===== src/include/phy_ctrl_consts.svh =====
`ifndef PHY_CTRL_CONSTS_SVH
`define PHY_CTRL_CONSTS_SVH
// What this block does
// - Bit 11 bypasses the transmit scrambler.
// - Bits 10 and 7:5 ignore writes, read zero.
// - Bits 9:8 select loopback depth, reset 01.
// - Far-end loopback nibbles pass the elastic FIFO.
// - Bit 4 allows collision in full duplex.
// - Otherwise collision appears in half duplex only.
// - Polarity one: idle high, pending drives low.
// - Polarity zero: idle low, pending drives high.
// - Test bit forces interrupt while it stays set.
// - Bit 1 gates individually enabled event interrupts.
// - Bit 0 selects interrupt output or power-down input.
// - Events reach the pin only as output.
// - Both enable and output bits needed for events.
// - Event flags set regardless, cleared by status read.

// Register indices; the byte address is four times the index.
`define IDX_CTRL      8'h11
`define IDX_EVENT     8'h12
`define IDX_IRQ_STAT  8'h20
`define IDX_IRQ_MASK  8'h21

// Control register field positions.
`define B_SCR_BYPASS  11
`define B_DEPTH_HI    9
`define B_DEPTH_LO    8
`define B_FD_COL      4
`define B_POL         3
`define B_TEST        2
`define B_INT_EN      1
`define B_INT_OE      0
// Reserved control bits that must always read back as zero.
`define B_RSV_SINGLE  10
`define B_RSV_HI      7
`define B_RSV_LO      5

// Event register: flags at 13:8, enables at 5:0.
`define B_EV_STAT_LO  8
`define B_EV_EN_LO    0

// Reset values.
`define CTRL_DEPTH_RST 2'h1
`define CTRL_POL_RST   1'h1

// Decoded loopback FIFO depths in nibbles.
`define DEPTH_CODE0   4'h4
`define DEPTH_CODE1   4'h5
`define DEPTH_CODE2   4'h6
`define DEPTH_CODE3   4'h8

// Own sticky interrupt bits.
`define IRQ_B_EVENT   0
`define IRQ_B_FIFO    1
`endif


===== src/include/phy_ctrl_pkg.sv =====
package phy_ctrl_pkg;
  // Control register fields as held in the block.
  typedef struct packed {
    logic       scr_bypass;
    logic [1:0] depth;
    logic       fd_col;
    logic       pol;
    logic       test;
    logic       int_en;
    logic       int_oe;
  } ctrl_t;

  // Register bus request as seen by the slave.
  typedef struct packed {
    logic [9:0]  address;
    logic        read;
    logic        write;
    logic [3:0]  byteenable;
    logic [31:0] writedata;
  } avs_req_t;
endpackage


===== src/phy_specific_control.sv =====
`include "phy_ctrl_consts.svh"
`default_nettype none
module phy_specific_control
  import phy_ctrl_pkg::*;
#(
  parameter int NUM_EVENTS = 6,
  parameter int FIFO_SLOTS = 8
) (
  input  wire logic                  mclk_in,
  input  wire logic                  reset_in,
  input  wire logic [9:0]            address_in,
  input  wire logic                  read_in,
  input  wire logic                  write_in,
  input  wire logic [3:0]            byteenable_in,
  input  wire logic [31:0]           writedata_in,
  output logic      [31:0]           readdata_out,
  output logic                       waitrequest_out,
  output logic                       irq_out,
  input  wire logic [NUM_EVENTS-1:0] event_pulse_in,
  input  wire logic                  loopback_en_in,
  input  wire logic                  rx_nibble_valid_in,
  input  wire logic [3:0]            rx_nibble_in,
  input  wire logic                  tx_nibble_ready_in,
  output logic                       tx_nibble_valid_out,
  output logic      [3:0]            tx_nibble_out,
  input  wire logic                  raw_collision_in,
  input  wire logic                  full_duplex_in,
  output logic                       collision_out,
  output logic                       scrambler_bypass_out,
  input  wire logic                  shared_irq_powerdown_pin_in,
  output logic                       shared_irq_powerdown_pin_out,
  output logic                       shared_irq_powerdown_pin_oe_out,
  output logic                       powerdown_req_out
);

  // All state of the block in one record.
  typedef struct packed {
    ctrl_t                             ctrl;
    logic [NUM_EVENTS-1:0]             ev_stat;
    logic [NUM_EVENTS-1:0]             ev_en;
    logic [1:0]                        irq_stat;
    logic [1:0]                        irq_mask;
    logic                              ack;
    logic [31:0]                       rdata;
    logic                              pin_s1;
    logic                              pin_s2;
    logic [FIFO_SLOTS-1:0][3:0]        mem;
    logic [$clog2(FIFO_SLOTS)-1:0]     wptr;
    logic [$clog2(FIFO_SLOTS)-1:0]     rptr;
    logic [$clog2(FIFO_SLOTS):0]       count;
    logic [3:0]                        tx_nib;
    logic                              tx_vld;
  } state_t;

  localparam int PW = $clog2(FIFO_SLOTS);
  localparam int CW = PW + 1;

  state_t   s_q;
  state_t   s_d;
  avs_req_t req;
  logic     irq_req;
  logic     fifo_wr;
  logic     fifo_rd;
  logic     fifo_err;
  logic [CW-1:0] depth_lim;

  function automatic logic [3:0] depth_of(input logic [1:0] code);
    case (code)
      2'h0:    depth_of = `DEPTH_CODE0;
      2'h1:    depth_of = `DEPTH_CODE1;
      2'h2:    depth_of = `DEPTH_CODE2;
      default: depth_of = `DEPTH_CODE3;
    endcase
  endfunction

  // Byte lane merge for writes; only lanes 0 and 1 hold data here.
  function automatic logic [15:0] merge16(input logic [15:0] old,
                                          input logic [31:0] wd,
                                          input logic [3:0]  be);
    merge16 = {be[1] ? wd[15:8] : old[15:8], be[0] ? wd[7:0] : old[7:0]};
  endfunction

  // Control register image; reserved bits are constant zero.
  function automatic logic [15:0] ctrl_image(input ctrl_t c);
    logic [15:0] v;
    v = 16'h0000;
    v[`B_SCR_BYPASS] = c.scr_bypass;
    v[`B_DEPTH_HI:`B_DEPTH_LO] = c.depth;
    v[`B_FD_COL] = c.fd_col;
    v[`B_POL] = c.pol;
    v[`B_TEST] = c.test;
    v[`B_INT_EN] = c.int_en;
    v[`B_INT_OE] = c.int_oe;
    return v;
  endfunction

  assign req = '{address_in, read_in, write_in, byteenable_in, writedata_in};

  // One wait cycle per access: the answer comes in the cycle in which ack is set.
  assign waitrequest_out = (req.read | req.write) & ~s_q.ack;
  assign readdata_out = s_q.rdata;

  // request before polarity
  // The test bit bypasses the global gate so software can prove the wiring.
  assign irq_req = s_q.ctrl.test |
                   (s_q.ctrl.int_en & |(s_q.ev_stat & s_q.ev_en));

  assign depth_lim = CW'(depth_of(s_q.ctrl.depth));
  assign fifo_wr = loopback_en_in & rx_nibble_valid_in;
  assign fifo_rd = loopback_en_in & tx_nibble_ready_in;
  assign fifo_err = (fifo_wr & ~fifo_rd & (s_q.count >= depth_lim)) |
                    (fifo_rd & (s_q.count == '0));

  // Next state of everything.
  always_comb begin
    logic [15:0] wv;
    logic [7:0]  idx;
    logic        acc;
    logic        do_wr;
    logic        do_rd;
    logic [1:0]  irq_set;
    wv = 16'h0000;
    s_d = s_q;
    idx = req.address[9:2];
    acc = (req.read | req.write) & s_q.ack;
    do_wr = acc & req.write;
    do_rd = acc & req.read;
    irq_set = 2'h0;
    s_d.pin_s1 = shared_irq_powerdown_pin_in;
    s_d.pin_s2 = s_q.pin_s1;
    // Acknowledge toggles so back to back requests each see one wait.
    s_d.ack = (req.read | req.write) & ~s_q.ack;
    // Read data is captured while waiting, stable when it is taken.
    if ((req.read | req.write) & ~s_q.ack) begin
      case (idx)
        `IDX_CTRL:     s_d.rdata = {16'h0000, ctrl_image(s_q.ctrl)};
        `IDX_EVENT: begin
          s_d.rdata = 32'h0000_0000;
          s_d.rdata[`B_EV_STAT_LO +: NUM_EVENTS] = s_q.ev_stat;
          s_d.rdata[`B_EV_EN_LO +: NUM_EVENTS] = s_q.ev_en;
        end
        `IDX_IRQ_STAT: s_d.rdata = {30'h0000_0000, s_q.irq_stat};
        `IDX_IRQ_MASK: s_d.rdata = {30'h0000_0000, s_q.irq_mask};
        default:       s_d.rdata = 32'h0000_0000;
      endcase
    end
    if (do_wr && idx == `IDX_CTRL) begin
      wv = merge16(ctrl_image(s_q.ctrl), req.writedata, req.byteenable);
      s_d.ctrl.scr_bypass = wv[`B_SCR_BYPASS];
      s_d.ctrl.depth = wv[`B_DEPTH_HI:`B_DEPTH_LO];
      s_d.ctrl.fd_col = wv[`B_FD_COL];
      s_d.ctrl.pol = wv[`B_POL];
      s_d.ctrl.test = wv[`B_TEST];
      s_d.ctrl.int_en = wv[`B_INT_EN];
      s_d.ctrl.int_oe = wv[`B_INT_OE];
    end
    if (do_wr && idx == `IDX_EVENT && req.byteenable[0])
      s_d.ev_en = req.writedata[`B_EV_EN_LO +: NUM_EVENTS];
    if (do_wr && idx == `IDX_IRQ_MASK && req.byteenable[0])
      s_d.irq_mask = req.writedata[1:0];
    if (do_rd && idx == `IDX_EVENT)
      s_d.ev_stat = '0;
    s_d.ev_stat = s_d.ev_stat | event_pulse_in;
    // Own sticky bits: one-to-clear, a new event in that cycle wins.
    irq_set[`IRQ_B_EVENT] = |event_pulse_in;
    irq_set[`IRQ_B_FIFO] = fifo_err;
    if (do_wr && idx == `IDX_IRQ_STAT && req.byteenable[0])
      s_d.irq_stat = s_q.irq_stat & ~req.writedata[1:0];
    s_d.irq_stat = s_d.irq_stat | irq_set;
    s_d.tx_vld = 1'b0;
    if (!loopback_en_in) begin
      s_d.count = '0;
      s_d.wptr = '0;
      s_d.rptr = '0;
    end else begin
      if (fifo_rd && s_q.count != '0) begin
        s_d.tx_nib = s_q.mem[s_q.rptr];
        s_d.tx_vld = 1'b1;
        s_d.rptr = PW'(s_q.rptr + 1'b1);
      end
      if (fifo_wr && (s_q.count < depth_lim || (fifo_rd && s_q.count != '0)))
      begin
        s_d.mem[s_q.wptr] = rx_nibble_in;
        s_d.wptr = PW'(s_q.wptr + 1'b1);
      end
      s_d.count = CW'(s_q.count
        + CW'(s_d.wptr != s_q.wptr) - CW'(s_d.rptr != s_q.rptr));
    end
  end

  // State register.
  always_ff @(posedge mclk_in or posedge reset_in) begin
    if (reset_in) begin
      s_q <= '0;
      s_q.ctrl.depth <= `CTRL_DEPTH_RST;
      s_q.ctrl.pol <= `CTRL_POL_RST;
    end else begin
      s_q <= s_d;
    end
  end

  assign scrambler_bypass_out = s_q.ctrl.scr_bypass;

  assign collision_out = raw_collision_in &
                         (~full_duplex_in | s_q.ctrl.fd_col);

  // pin role; polarity on the driven level.
  assign shared_irq_powerdown_pin_oe_out = s_q.ctrl.int_oe;
  assign shared_irq_powerdown_pin_out = irq_req ^ s_q.ctrl.pol;
  // Pin low means power down while the pin is an input.
  assign powerdown_req_out = ~s_q.ctrl.int_oe & ~s_q.pin_s2;

  // Level interrupt toward software from its own sticky bits.
  assign irq_out = |(s_q.irq_stat & s_q.irq_mask);

  assign tx_nibble_valid_out = s_q.tx_vld;
  assign tx_nibble_out = s_q.tx_nib;
endmodule
`default_nettype wire


===== config.mk =====
export PLATFORM = sky130hd
export DESIGN_NAME = phy_specific_control
export DESIGN_NICKNAME = d
export VERILOG_FILES = /design/src/include/phy_ctrl_pkg.sv /design/src/phy_specific_control.sv
export VERILOG_INCLUDE_DIRS = /design/src /design/src/include
export SDC_FILE = /design/constraint.sdc
export NUM_CORES = 1
export LEC_CHECK = 0
export BUFFER_PORTS_ARGS = -buffer_cell sky130_fd_sc_hd__buf_2
export CAP_MARGIN = 20
export CORE_MARGIN = 8
export CORE_UTILIZATION = 55
export DETAILED_ROUTE_END_ITERATION = 12
export PLACE_DENSITY = 0.87
export REMOVE_ABC_BUFFERS = 1
export SYNTH_ARGS = -nofsm -noshare
export SYNTH_HDL_FRONTEND = slang
export SYNTH_SLANG_ARGS = --single-unit

===== constraint.sdc =====
create_clock -name mclk_in -period 5.4 [get_ports mclk_in]
set_input_delay 0 -clock mclk_in [delete_from_list [all_inputs] [get_ports mclk_in]]
set_output_delay 0 -clock mclk_in [all_outputs]
set_load 0.005 [all_outputs]

# --- Word level (Yosys, flattened, before mapping) ---
# Cells that the tools add are included.
op_classes:
  n_bitwise: 28
  add_sub_neg: 4
  eq_ne: 9
  order_cmp: 5
  reduce_logical: 22
  muxes: 16
ops:
  columns: ["cell", "count"]
  rows:
  - ["35-bit 2-to-1 mux", 2]
  - ["14-bit case mux with 4 select lines", 1]
  - ["32-bit bitwise mux", 1]
  - ["8-bit by 5-bit == test with 1-bit output, second input constant", 2]
  - ["8-bit by 6-bit == test with 1-bit output, second input constant", 2]
  - ["1-bit AND", 12]
  - ["4-bit binary-select mux with 3-bit select", 1]
  - ["4-bit demux with 3-bit select", 1]
  - ["4-bit case mux with 3 select lines", 1]
  - ["6-bit OR reduction", 2]
  - ["1-bit logical AND", 11]
  - ["10-bit 2-to-1 mux", 1]
  - ["3-bit by 4-bit < comparator with 1-bit output, second input constant", 2]
  - ["4-bit 2-to-1 mux", 2]
  - ["2-bit AND reduction", 4]
  - ["3-bit by 1-bit adder with 3-bit output, second input constant", 2]
  - ["6-bit AND", 1]
  - ["3-bit 2-to-1 mux", 2]
  - ["6-bit 2-to-1 mux", 1]
  - ["3-bit != test", 2]
  - ["6-bit bitwise OR", 1]
  - ["1-bit inverter", 5]
  - ["4-bit by 1-bit adder with 4-bit output", 1]
  - ["2-bit AND", 2]
  - ["other kinds (18)", 22]
totals:
  reg_bits: 106
  input_bits: 66
  out_inout_bits: 44
  elab_cells: 112

# --- Logic depth before layout (Yosys ltp) ---
# Gate-level depths: netlist of run 1.
logic_depth:
  word_depth: 11
  depth_mapped: 14
  mapped_depth_nobuf: 14

# --- Worst setup path after synthesis of run 1 ---
# Ideal clock, no wire load.
synth_timing:
  path_type: "register to register"
  from: "reg s_q[103] (netlist name)"
  to: "reg s_q[7] (netlist name)"
  arrival_time_ns: 2.778
  path_slack_ns: 2.503
  t_required_ns: 5.281
  setup_time_ns: 0.119
  n_path_buf: 1
  path_stages_with_launch: 14
  cell_sequence: "dfstp_2 -> nand2b_1 -> ha_1 -> nor2b_1 -> o211ai_1 -> buf_2 -> a22o_1 -> nand2_1 -> ha_1 -> inv_1 -> ha_1 -> fa_1 -> xor2_1 -> and2_1"
synth_rtl:
  columns: ["item", "line", "source"]
  rows:
  - ["from (decl)", "phy_specific_control.sv:58", "state_t s_q;"]

==> out/results.ini, run 1 <==
[route]
drc=0
drt-total-wl_um=10300
drt_iter0_markers=251
antenna_left=0
top_layer=met4
post_drt_wl_per_cell_um=18.3
drt-met1-wl_um=4060
dr.pass1.iters=4
vias_per_cell=5.77
vias=3253
dr_wl_met3_um=895
dr_wl_met2_um=5210

[cts]
cts_root_buf=clkbuf_8
clock_sinks=86
clkTransAtPathRegs_ns=0.08
cts_buffers=9
cts_tree=done
clkLatencyLatePin_ns=0.36
clockBufferDepth=2
h-tree-depth=3

[setup_path]
cpMaxStageDelayCell=o211ai_1
cp_data_required_time_ns=5.65
rr_worst_depth=12
crit_path_start_kind=flip-flop
critPathArrivalTime_ns=3.68
cp-end-kind=flip-flop
crit_type=reg -> reg
crit_fanout=11
worstPathCellList=nand2b_1, ha_1, nor2b_1, o211ai_1, a22o_1, nand2_1, ha_1, inv_1, ha_1, fa_1, xor2_1, and2_1
cpMostUsedCell=ha_1
crit_path_max_incr_delay_ns=0.67

[layout]
multi_input_area_sq_um=2010
drive_gt1_frac=0.316
fin_nets=533
antennaDiodeCount=0
nFillCells=607
syn2layout_area_growth_pct=14.6
regArea_sq_um=2150

[power_and_ir_drop]
ir_worst_vdd_mv=0.255
p_leak_uw=0.00245
p_per_area_nw_per_um2=350

[synthesis]
synth_cell_type_count=53
synth_ff_type=dfrtp_1
avgSynthCellArea_sq_um=11.6
yosysTopAreaCellShare=0.468
ys_ff_latch=86
synthArstFlopShare=1.00
synth_top_area_cell=dfrtp_1
yosysSeqAreaShare=0.479
ys_warn_count=0
synth_cells=388
ys_top_cells_by_area=dfrtp_1 47%, mux2_2 12%, buf_4 6.7%
netlist_area_sq_um=4500
synth_most_common_cell=dfrtp_1
synthTopCellsByCount=84 x dfrtp_1, 48 x mux2_2, 40 x buf_4, 30 x nand2_1, 15 x inv_1
synth_edf_count=0

[timing]
setup_tns_ns=0
skew_ns=0.0108
fin_crit_sh=0.636
rsz0062_at_grt=false
finalSetupViolations=0
max_freq_mhz=291
finalMaxSlewViolations=0
min_period_ns=3.44
worst_slew_pin_slew_ns=1.02
relSlewSlack=0.319
setup_ws_ns=1.96
final_hold_viol_count=0

[placement]
dp_worst_setup_slack_ns=1.99
hpwl_um=7070
port_buffers=62
gp_congestion=0.890

[grt]
grt_use_total=0.187
grt_max_degree=87
grt_pass1_wl_um=16900
grt_pass1_vias=3295
gr-total-overflow=0
antenna_found_initial=0

[status]
status=finished, final reports clean

[floorplan]
core_area_sq_um=8050
row_count=33
die_h_um=106
start_util=0.558
die-area_sq_um=11300
io_pins=110
die_w_um=106

[job]
max-cap-violations=0

[hold_path]
min_path_type=in -> reg
holdPathStages=3

[critical path: cells and delay by family (launching register included)]
| family | cells | cell delay (ns) |
|---|---|---|
| compound gates | 2 | 0.99 |
| fa+ha+maj | 4 | 1.10 |
| xor+xnor | 1 | 0.16 |
| buf+inv | 1 | 0.04 |
| flops | 1 | 0.57 |
| simple gates | 4 | 0.48 |
[routing by layer]
| layer | up-vias | GRT usage |
|---|---|---|
| li1 | 1473 | - |
| met5 | - | 0 |
| met4 | 0 | 0.0653 |
| met2 | 149 | 0.313 |
| met1 | 1617 | 0.221 |
| met3 | 14 | 0.0581 |
[final timing paths]
| kind | slack [ns] | end | from |
|---|---|---|---|
| setup reg to reg | 1.96 | s_q[7]$_DFF_PP0_ | s_q[103]$_DFFE_PP1P_ |
| hold reg to reg | 0.35 | s_q[47]$_DFF_PP0_ | s_d[47]$_DFF_PP0_ |
| min in group asynchronous | 0.30 | readdata_out[13]$_DFFE_PP0P_ | reset_in |
| max in group asynchronous | 4.49 | s_q[8]$_DFF_PP0_ | reset_in |
| setup / recovery | 1.96 | s_q[7]$_DFF_PP0_ | s_q[103]$_DFFE_PP1P_ |
| hold / removal | 0.04 | s_q[12]$_DFF_PP0_ | loopback_en_in |
[sequential cells by signal (all words and copies together), names as in the netlist]
signal                           count
s_q                                 66
readdata_out                        12
tx_nibble_out                        4
scrambler_bypass_out                 1
shared_irq_powerdown_pin_oe_out      1
s_d                                  1
tx_nibble_valid_out                  1
[area by class of cell]
cell class | instances | share of cell area
sequential | 86 | 0.418
clock buffer | 9 | 0.0240
inverter | 15 | 0.0112
timing repair buffer | 88 | 0.113
tap | 105 | 0.0255
multi-input combinational | 255 | 0.389
clock inverter | 6 | 0.0185
[cells by family (layout without fill, tap and decap cells)]
group | after synthesis | count (layout) | synth area share
flip-flops | 86 | 86 | 0.479
AND/OR/NAND/NOR | 95 | 95 | 0.117
adder cells (fa/ha/maj) | 12 | 12 | 0.0351
multiplexers | 65 | 65 | 0.180
XOR/XNOR | 4 | 4 | 0.00779
AO/OA/AOI/OAI | 59 | 59 | 0.0888
buffers and inverters | 66 | 118 | 0.0905
other | 1 | 20 | 0.000834
[power by group]
part	internal, uW	switching [uW]	leakage (uW)
Combinational	242	221	0.00124
Clock	263	241	0.000104
Sequential	748	86.4	0.00111
[timing repair]
action | in CTS | in global routing
hold buffers | 23 | 0
buffers inserted | 0 | 0
resized for setup | 0 | 0
hold endpoints to repair | 87 | 0
[cells in the final DEF (no fill, tap or decap), types with 3 or more instances in the layout]
cell	Yosys	final
dlygate4sd3_1	0	23
buf_2	6	62
clkbuf_8	0	9
mux4_2	8	8
a21boi_0	3	3
nor2_1	14	14
o21ai_0	10	10
nor4_1	9	9
nand2_1	30	30
a21oi_1	13	13
a21o_1	8	8
inv_1	15	14
conb_1	1	20
a22oi_1	10	10
nand2b_1	3	3
nor2b_1	3	3
mux2i_1	9	9
dfrtp_1	84	84
and2_1	8	8
nand3_1	8	8
ha_1	11	11
nor3_1	4	4
and3_1	3	3
mux2_2	48	48
[through the flow]
stage | hold slack [ns] | total power [uW] | std cells | area, sq um | utilization
after floorplan | 0.0314 | 1150 | 356 | 4220 | -
after global placement | 0.111 | 1260 | 525 | 4670 | 0.581
after detailed placement | 0.111 | 1290 | 525 | 4670 | 0.581
after CTS | 0.0129 | 1810 | 563 | 5120 | 0.636
after global routing | 0.0284 | 1900 | 564 | 5150 | 0.640
final | 0.0387 | 1800 | 564 | 5150 | 0.640
(Power assumes the default switching activity.)
==> inputs of run 2 (changes only) <==
CORE_UTILIZATION = 49   (was 55)
PLACE_DENSITY = 0.82   (was 0.87)
clock period = 2.76 ns   (was 5.4 ns; I/O delays follow)
==> run 2 against run 1 <==
  * The flow now finishes with violations (negative setup slack)
  * Core utilization down 5.5 points
  * Cell count is 2.8% higher
  * Sequential share of layout area shrank 1.2 points
==> out/results.ini, run 2 (synthesis results as in run 1) <==
[status]
status=finished with violations
violations=negative setup slack

[power_and_ir_drop]
comb_power_share=0.296
power_frac_clock=0.251
swShare=0.311
p_leak_uw=0.00249
ir_worst_vdd_mv=0.413
p_int_uw=2490
p_per_area_nw_per_um2=683
pwr-share-seq=0.453
p_switching_uw=1130

[route]
dr.pass1.iters=5
drt-total-wl_um=10200
post_drt_wl_per_cell_um=17.7
drc=0
vias_per_cell=5.61
vias=3255
antenna_left=0
drt_iter0_markers=227

[hold_path]
min_from=address_in[2]
min_path_type=in -> reg

[layout]
syn2layout_area_growth_pct=17.9
drive_gt1_frac=0.367
largest-register=s_q
largest_register_ffs=66
antennaDiodeCount=0
final_common_cell=dfrtp_1
fin_nets=542
stdcell_area_sq_um=5300
final_cell_mix=83 x dfrtp_1, 62 x buf_2, 48 x mux2_2, 28 x nand2_1, 22 x dlygate4sd3_1

[timing]
max_freq_mhz=356
skew_ns=0.00981
fin_crit_sh=1.02
finalMaxSlewViolations=0
whs_ns=0.0447
worst_slew_pin_slew_ns=0.922
relSlewSlack=0.376
min_period_ns=2.81
finalSetupViolations=1
final_hold_viol_count=0
setup_ws_ns=-0.0528
rsz0062_at_grt=true

[floorplan]
start_util=0.496
io_pins=110
row_count=35
die_w_um=112
die_h_um=112
core_area_sq_um=9060
die-area_sq_um=12500

[job]
max-cap-violations=0

[setup_path]
cpMaxStageDelayCell=dfstp_2
crit_path_start_kind=flip-flop
crit_path_max_incr_delay_ns=0.57
cp_data_required_time_ns=3.01
crit_start=s_q[103]$_DFFE_PP1P_
critPathArrivalTime_ns=3.06
crit_type=reg -> reg
rrSetupSlack_ns=-0.05
cp-end-kind=flip-flop
worstPathCellList=nand2b_4, ha_4, nor2b_4, o211ai_1, a22o_1, nand2_2, ha_4, inv_2, ha_4, fa_2, xor2_1, and2_1
reg2reg_from=s_q[103]$_DFFE_PP1P_
cpMostUsedCell=ha_4
crit_fanout=4

[placement]
hpwl_um=7180
dp_worst_setup_slack_ns=-0.0185
port_buffers=62
gp_congestion=0.870
dpl_cell_area_sq_um=4750

[cts]
cts_tree=done
clkTransAtPathRegs_ns=0.08
clkLatencyLatePin_ns=0.35
cts_buffers=9
h-tree-depth=3
clock_sinks=86
cts_root_buf=clkbuf_8
clockBufferDepth=2

[grt]
grt_pass1_wl_um=16300
grt_pass1_vias=3320
antenna_found_initial=0
grt_max_degree=50
gr-total-overflow=0
grt_use_total=0.161

run 2: cell types whose count changed in the layout (fill, tap and decap cells not counted), moves of 2 or more:
cell,before,now
a21oi_1,13,11
inv_1,14,12
nand2_1,30,28
a21oi_2,1,3
ha_1,11,5
clkinv_4,0,2
nand2_2,0,2
inv_2,0,2
ha_4,0,5
buf_4,2,12
run 2: through the flow:
step	power [uW]	std cells	setup TNS, ns	util
2_1_floorplan	2250	356	-0.728	-
3_3_place_gp	2510	539	0	0.525
3_5_place_dp	2580	539	-0.0185	0.525
4_1_cts	3530	579	0	0.573
5_1_grt	3840	580	-0.256	0.585
6_report	3620	580	-0.0528	0.585
run 2: metal layers:
| layer | up-vias | share of wire | track usage |
|---|---|---|---|
| li1 | 1482 | - | - |
| met1 | 1616 | 0.42 | 0.194 |
| met2 | 139 | 0.49 | 0.264 |
| met3 | 18 | 0.072 | 0.0455 |
| met4 | 0 | 0.019 | 0.0684 |
| met5 | - | 0 | 0 |
run 2: cell type report:
class | instances | area [sq um]
Clock buffer | 10 | 138
Inverter | 15 | 57.6
Tap cell | 111 | 139
Clock inverter | 6 | 68.8
Fill cell | 716 | 3760
Sequential cell | 86 | 2160
Timing Repair Buffer | 97 | 641
Multi-Input combinational cell | 255 | 2100
run 2: worst max-delay path: cells and delay by family, from the launching register on:
kind,cells,cell delay [ns]
adder cells (fa/ha/maj),4,0.97
flip-flops,1,0.57
AND/OR/NAND/NOR,4,0.49
AO/OA/AOI/OAI,2,0.47
XOR/XNOR,1,0.16
buffers and inverters,1,0.04
run 2: power by group through the flow:
stage          clock, uW  combinational (uW)  sequential [uW]
2_1_floorplan          0                 647             1600
3_3_place_gp           0                 879             1630
3_5_place_dp           0                 932             1650
4_1_cts              926                 977             1630
5_1_grt              983                1190             1670
6_report             909                1070             1640
run 2: worst paths after layout:
path | end | cells past startpoint
max | s_q[7]$_DFF_PP0_ | 12
min | s_q[84]$_DFF_PP0_ | 3
max reg2reg | s_q[7]$_DFF_PP0_ | 12
min reg2reg | s_q[47]$_DFF_PP0_ | 0
max in group asynchronous | s_q[103]$_DFFE_PP1P_ | 4
min in group asynchronous | readdata_out[13]$_DFFE_PP0P_ | 3
run 2: timing repair:
action                                 in CTS  in global routing
gates resized for setup                     1                 18
pin swaps                                   2                  7
setup endpoints to repair                   1                  3
endpoints found under the hold margin      86                  0
hold buffers                               22                  0
setup buffers                               2                  1
==> inputs of run 3 (changes only) <==
CORE_UTILIZATION = 50   (was 49)
CTS_BUF_LIST = sky130_fd_sc_hd__clkbuf_8   (was unset)
PLACE_DENSITY = 0.83   (was 0.82)
REMOVE_ABC_BUFFERS = unset   (was 1)
==> run 3 against run 2 <==
  * The flow now finishes without violations
  * Non-clock buffer count unchanged
  * Cell count down 0.52%
  * Maximum frequency up 2.6%
  * Via count down 1.2%
  * Hold slack worse by 0.0038 ns
  * Register-to-register slack better by 0.07 ns
  * Worst setup slack better by 0.071 ns
==> out/results.ini, run 3 (synthesis results as in run 1) <==
[cts]
h-tree-depth=3
clock_sinks=86
clkTransAtPathRegs_ns=0.09
cts_tree=done
cts_root_buf=clkbuf_8
clockBufferDepth=2
clkLatencyLatePin_ns=0.36
cts_buffers=9

[setup_path]
cp-end-kind=flip-flop
crit_fanout=4
crit_type=reg -> reg
worstPathCellList=nand2b_4, ha_4, nor2b_4, o211ai_1, a22o_1, nand2_2, ha_4, inv_2, ha_4, fa_2, xor2_1, and2_1
rr_worst_depth=12
r2r_end=s_q[7]$_DFF_PP0_
critPathArrivalTime_ns=2.99
crit_path_start_kind=flip-flop
cpMaxStageDelayCell=dfstp_2
rrSetupSlack_ns=0.02
critPathBufInv=1
cp_top_family=adder cells
cpMostUsedCell=ha_4
crit_path_max_incr_delay_ns=0.58
cp_data_required_time_ns=3.00
reg2reg_from=s_q[103]$_DFFE_PP1P_

[route]
drt-total-wl_um=10000
drt-met1-wl_um=4090
dr_wl_met2_um=5080
dr_wl_met3_um=741
antenna_left=0
vias_per_cell=5.58
top_layer=met4
post_drt_wl_per_cell_um=17.4
drc=0
dr.pass1.iters=4
drt_iter0_markers=201
vias=3217

[layout]
antennaDiodeCount=0
syn2layout_area_growth_pct=17.5
largest-register=s_q
final_cell_mix=84 x dfrtp_1, 62 x buf_2, 48 x mux2_2, 29 x nand2_1, 22 x dlygate4sd3_1
largest_register_ffs=66
drive_gt1_frac=0.360
utilization=0.605
final_common_cell=dfrtp_1
fin_nets=542

[floorplan]
die_h_um=111
row_count=34
io_pins=110
die-area_sq_um=12300
die_w_um=111
core_area_sq_um=8720
start_util=0.515

[grt]
grt_pass1_vias=3345
grt_use_total=0.163
gr-total-overflow=0
grt_max_degree=51
grt_pass1_wl_um=16600
antenna_found_initial=0

[timing]
finalSetupViolations=0
rsz0062_at_grt=true
min_period_ns=2.74
skew_ns=0.00986
relSlewSlack=0.400
final_hold_viol_count=0
max_freq_mhz=365
setup_tns_ns=0
finalMaxSlewViolations=0
worst_slew_pin_slew_ns=0.886
fin_crit_sh=0.994

[job]
max-cap-violations=0

[placement]
port_buffers=62
gp_congestion=0.881
hpwl_um=7140

[hold_path]
hold_end=s_q[84]$_DFF_PP0_
min_path_type=in -> reg
holdPathStages=3
min_from=address_in[2]

[power_and_ir_drop]
ir_worst_vdd_mv=0.511
p_leak_uw=0.00250
p_per_area_nw_per_um2=686

[status]
status=finished, final reports clean

run 3: routing by layer:
| metal | up-vias | global-route usage |
|---|---|---|
| met4 | 0 | 0.0559 |
| met2 | 129 | 0.275 |
| met5 | - | 0 |
| met1 | 1594 | 0.185 |
| met3 | 15 | 0.0622 |
| li1 | 1479 | - |
run 3: where the power goes:
group          internal [uW]  switching (uW)
Combinational            583             496
Sequential              1460             169
Clock                    432             480
run 3: worst register-to-register path, delay by kind of cell, from the launching register on:
family | cells | cell delay, ns
fa+ha+maj | 4 | 0.96
flops | 1 | 0.58
simple gates | 4 | 0.50
compound gates | 2 | 0.43
xor+xnor | 1 | 0.14
buf+inv | 1 | 0.03
run 3: metrics by stage:
step,total power [uW],hold slack [ns],worst slack [ns],cells,instance area (sq um)
floorplan,2360,0.0314,-0.0540,407,4590
CTS,3570,0.00683,0.0224,576,5210
detailed placement,2600,0.110,-0.0141,535,4760
finish,3620,0.0409,0.0177,577,5280
global route,3840,0.0357,-0.0773,577,5280
global placement,2530,0.110,0.0693,535,4760
run 3: area by class of cell:
cell class              count  area (sq um)
clock buffers               9           124
clock inverters             7          82.6
fillers                   704          3440
inverters                  15          60.1
multi-input cells         255          2100
flip-flops and latches     86          2150
well taps                 108           135
repair buffers             97           628
run 3: worst max-delay path by stage:
stage | from | endpoint | slack [ns] | cells after the start
after global placement | s_q[103]$_DFFE_PP1P_ | s_q[7]$_DFF_PP0_ | 0.07 | 12
after floorplan | s_q[103]$_DFFE_PP1P_ | s_q[7]$_DFF_PP0_ | -0.05 | 13
final | s_q[103]$_DFFE_PP1P_ | s_q[7]$_DFF_PP0_ | 0.02 | 12
after CTS | s_q[103]$_DFFE_PP1P_ | s_q[7]$_DFF_PP0_ | 0.02 | 12
after detailed placement | s_q[103]$_DFFE_PP1P_ | s_q[7]$_DFF_PP0_ | -0.01 | 12
after global routing | s_q[104]$_DFFE_PP0P_ | s_q[7]$_DFF_PP0_ | -0.08 | 13
run 3: what timing repair did:
action | in CTS | in global routing
resized for setup | 1 | 12
endpoints found under the hold margin | 104 | 0
endpoints found under the setup margin | 3 | 3
pin swaps | 2 | 8
buffers inserted | 3 | 1
hold buffers | 22 | 0
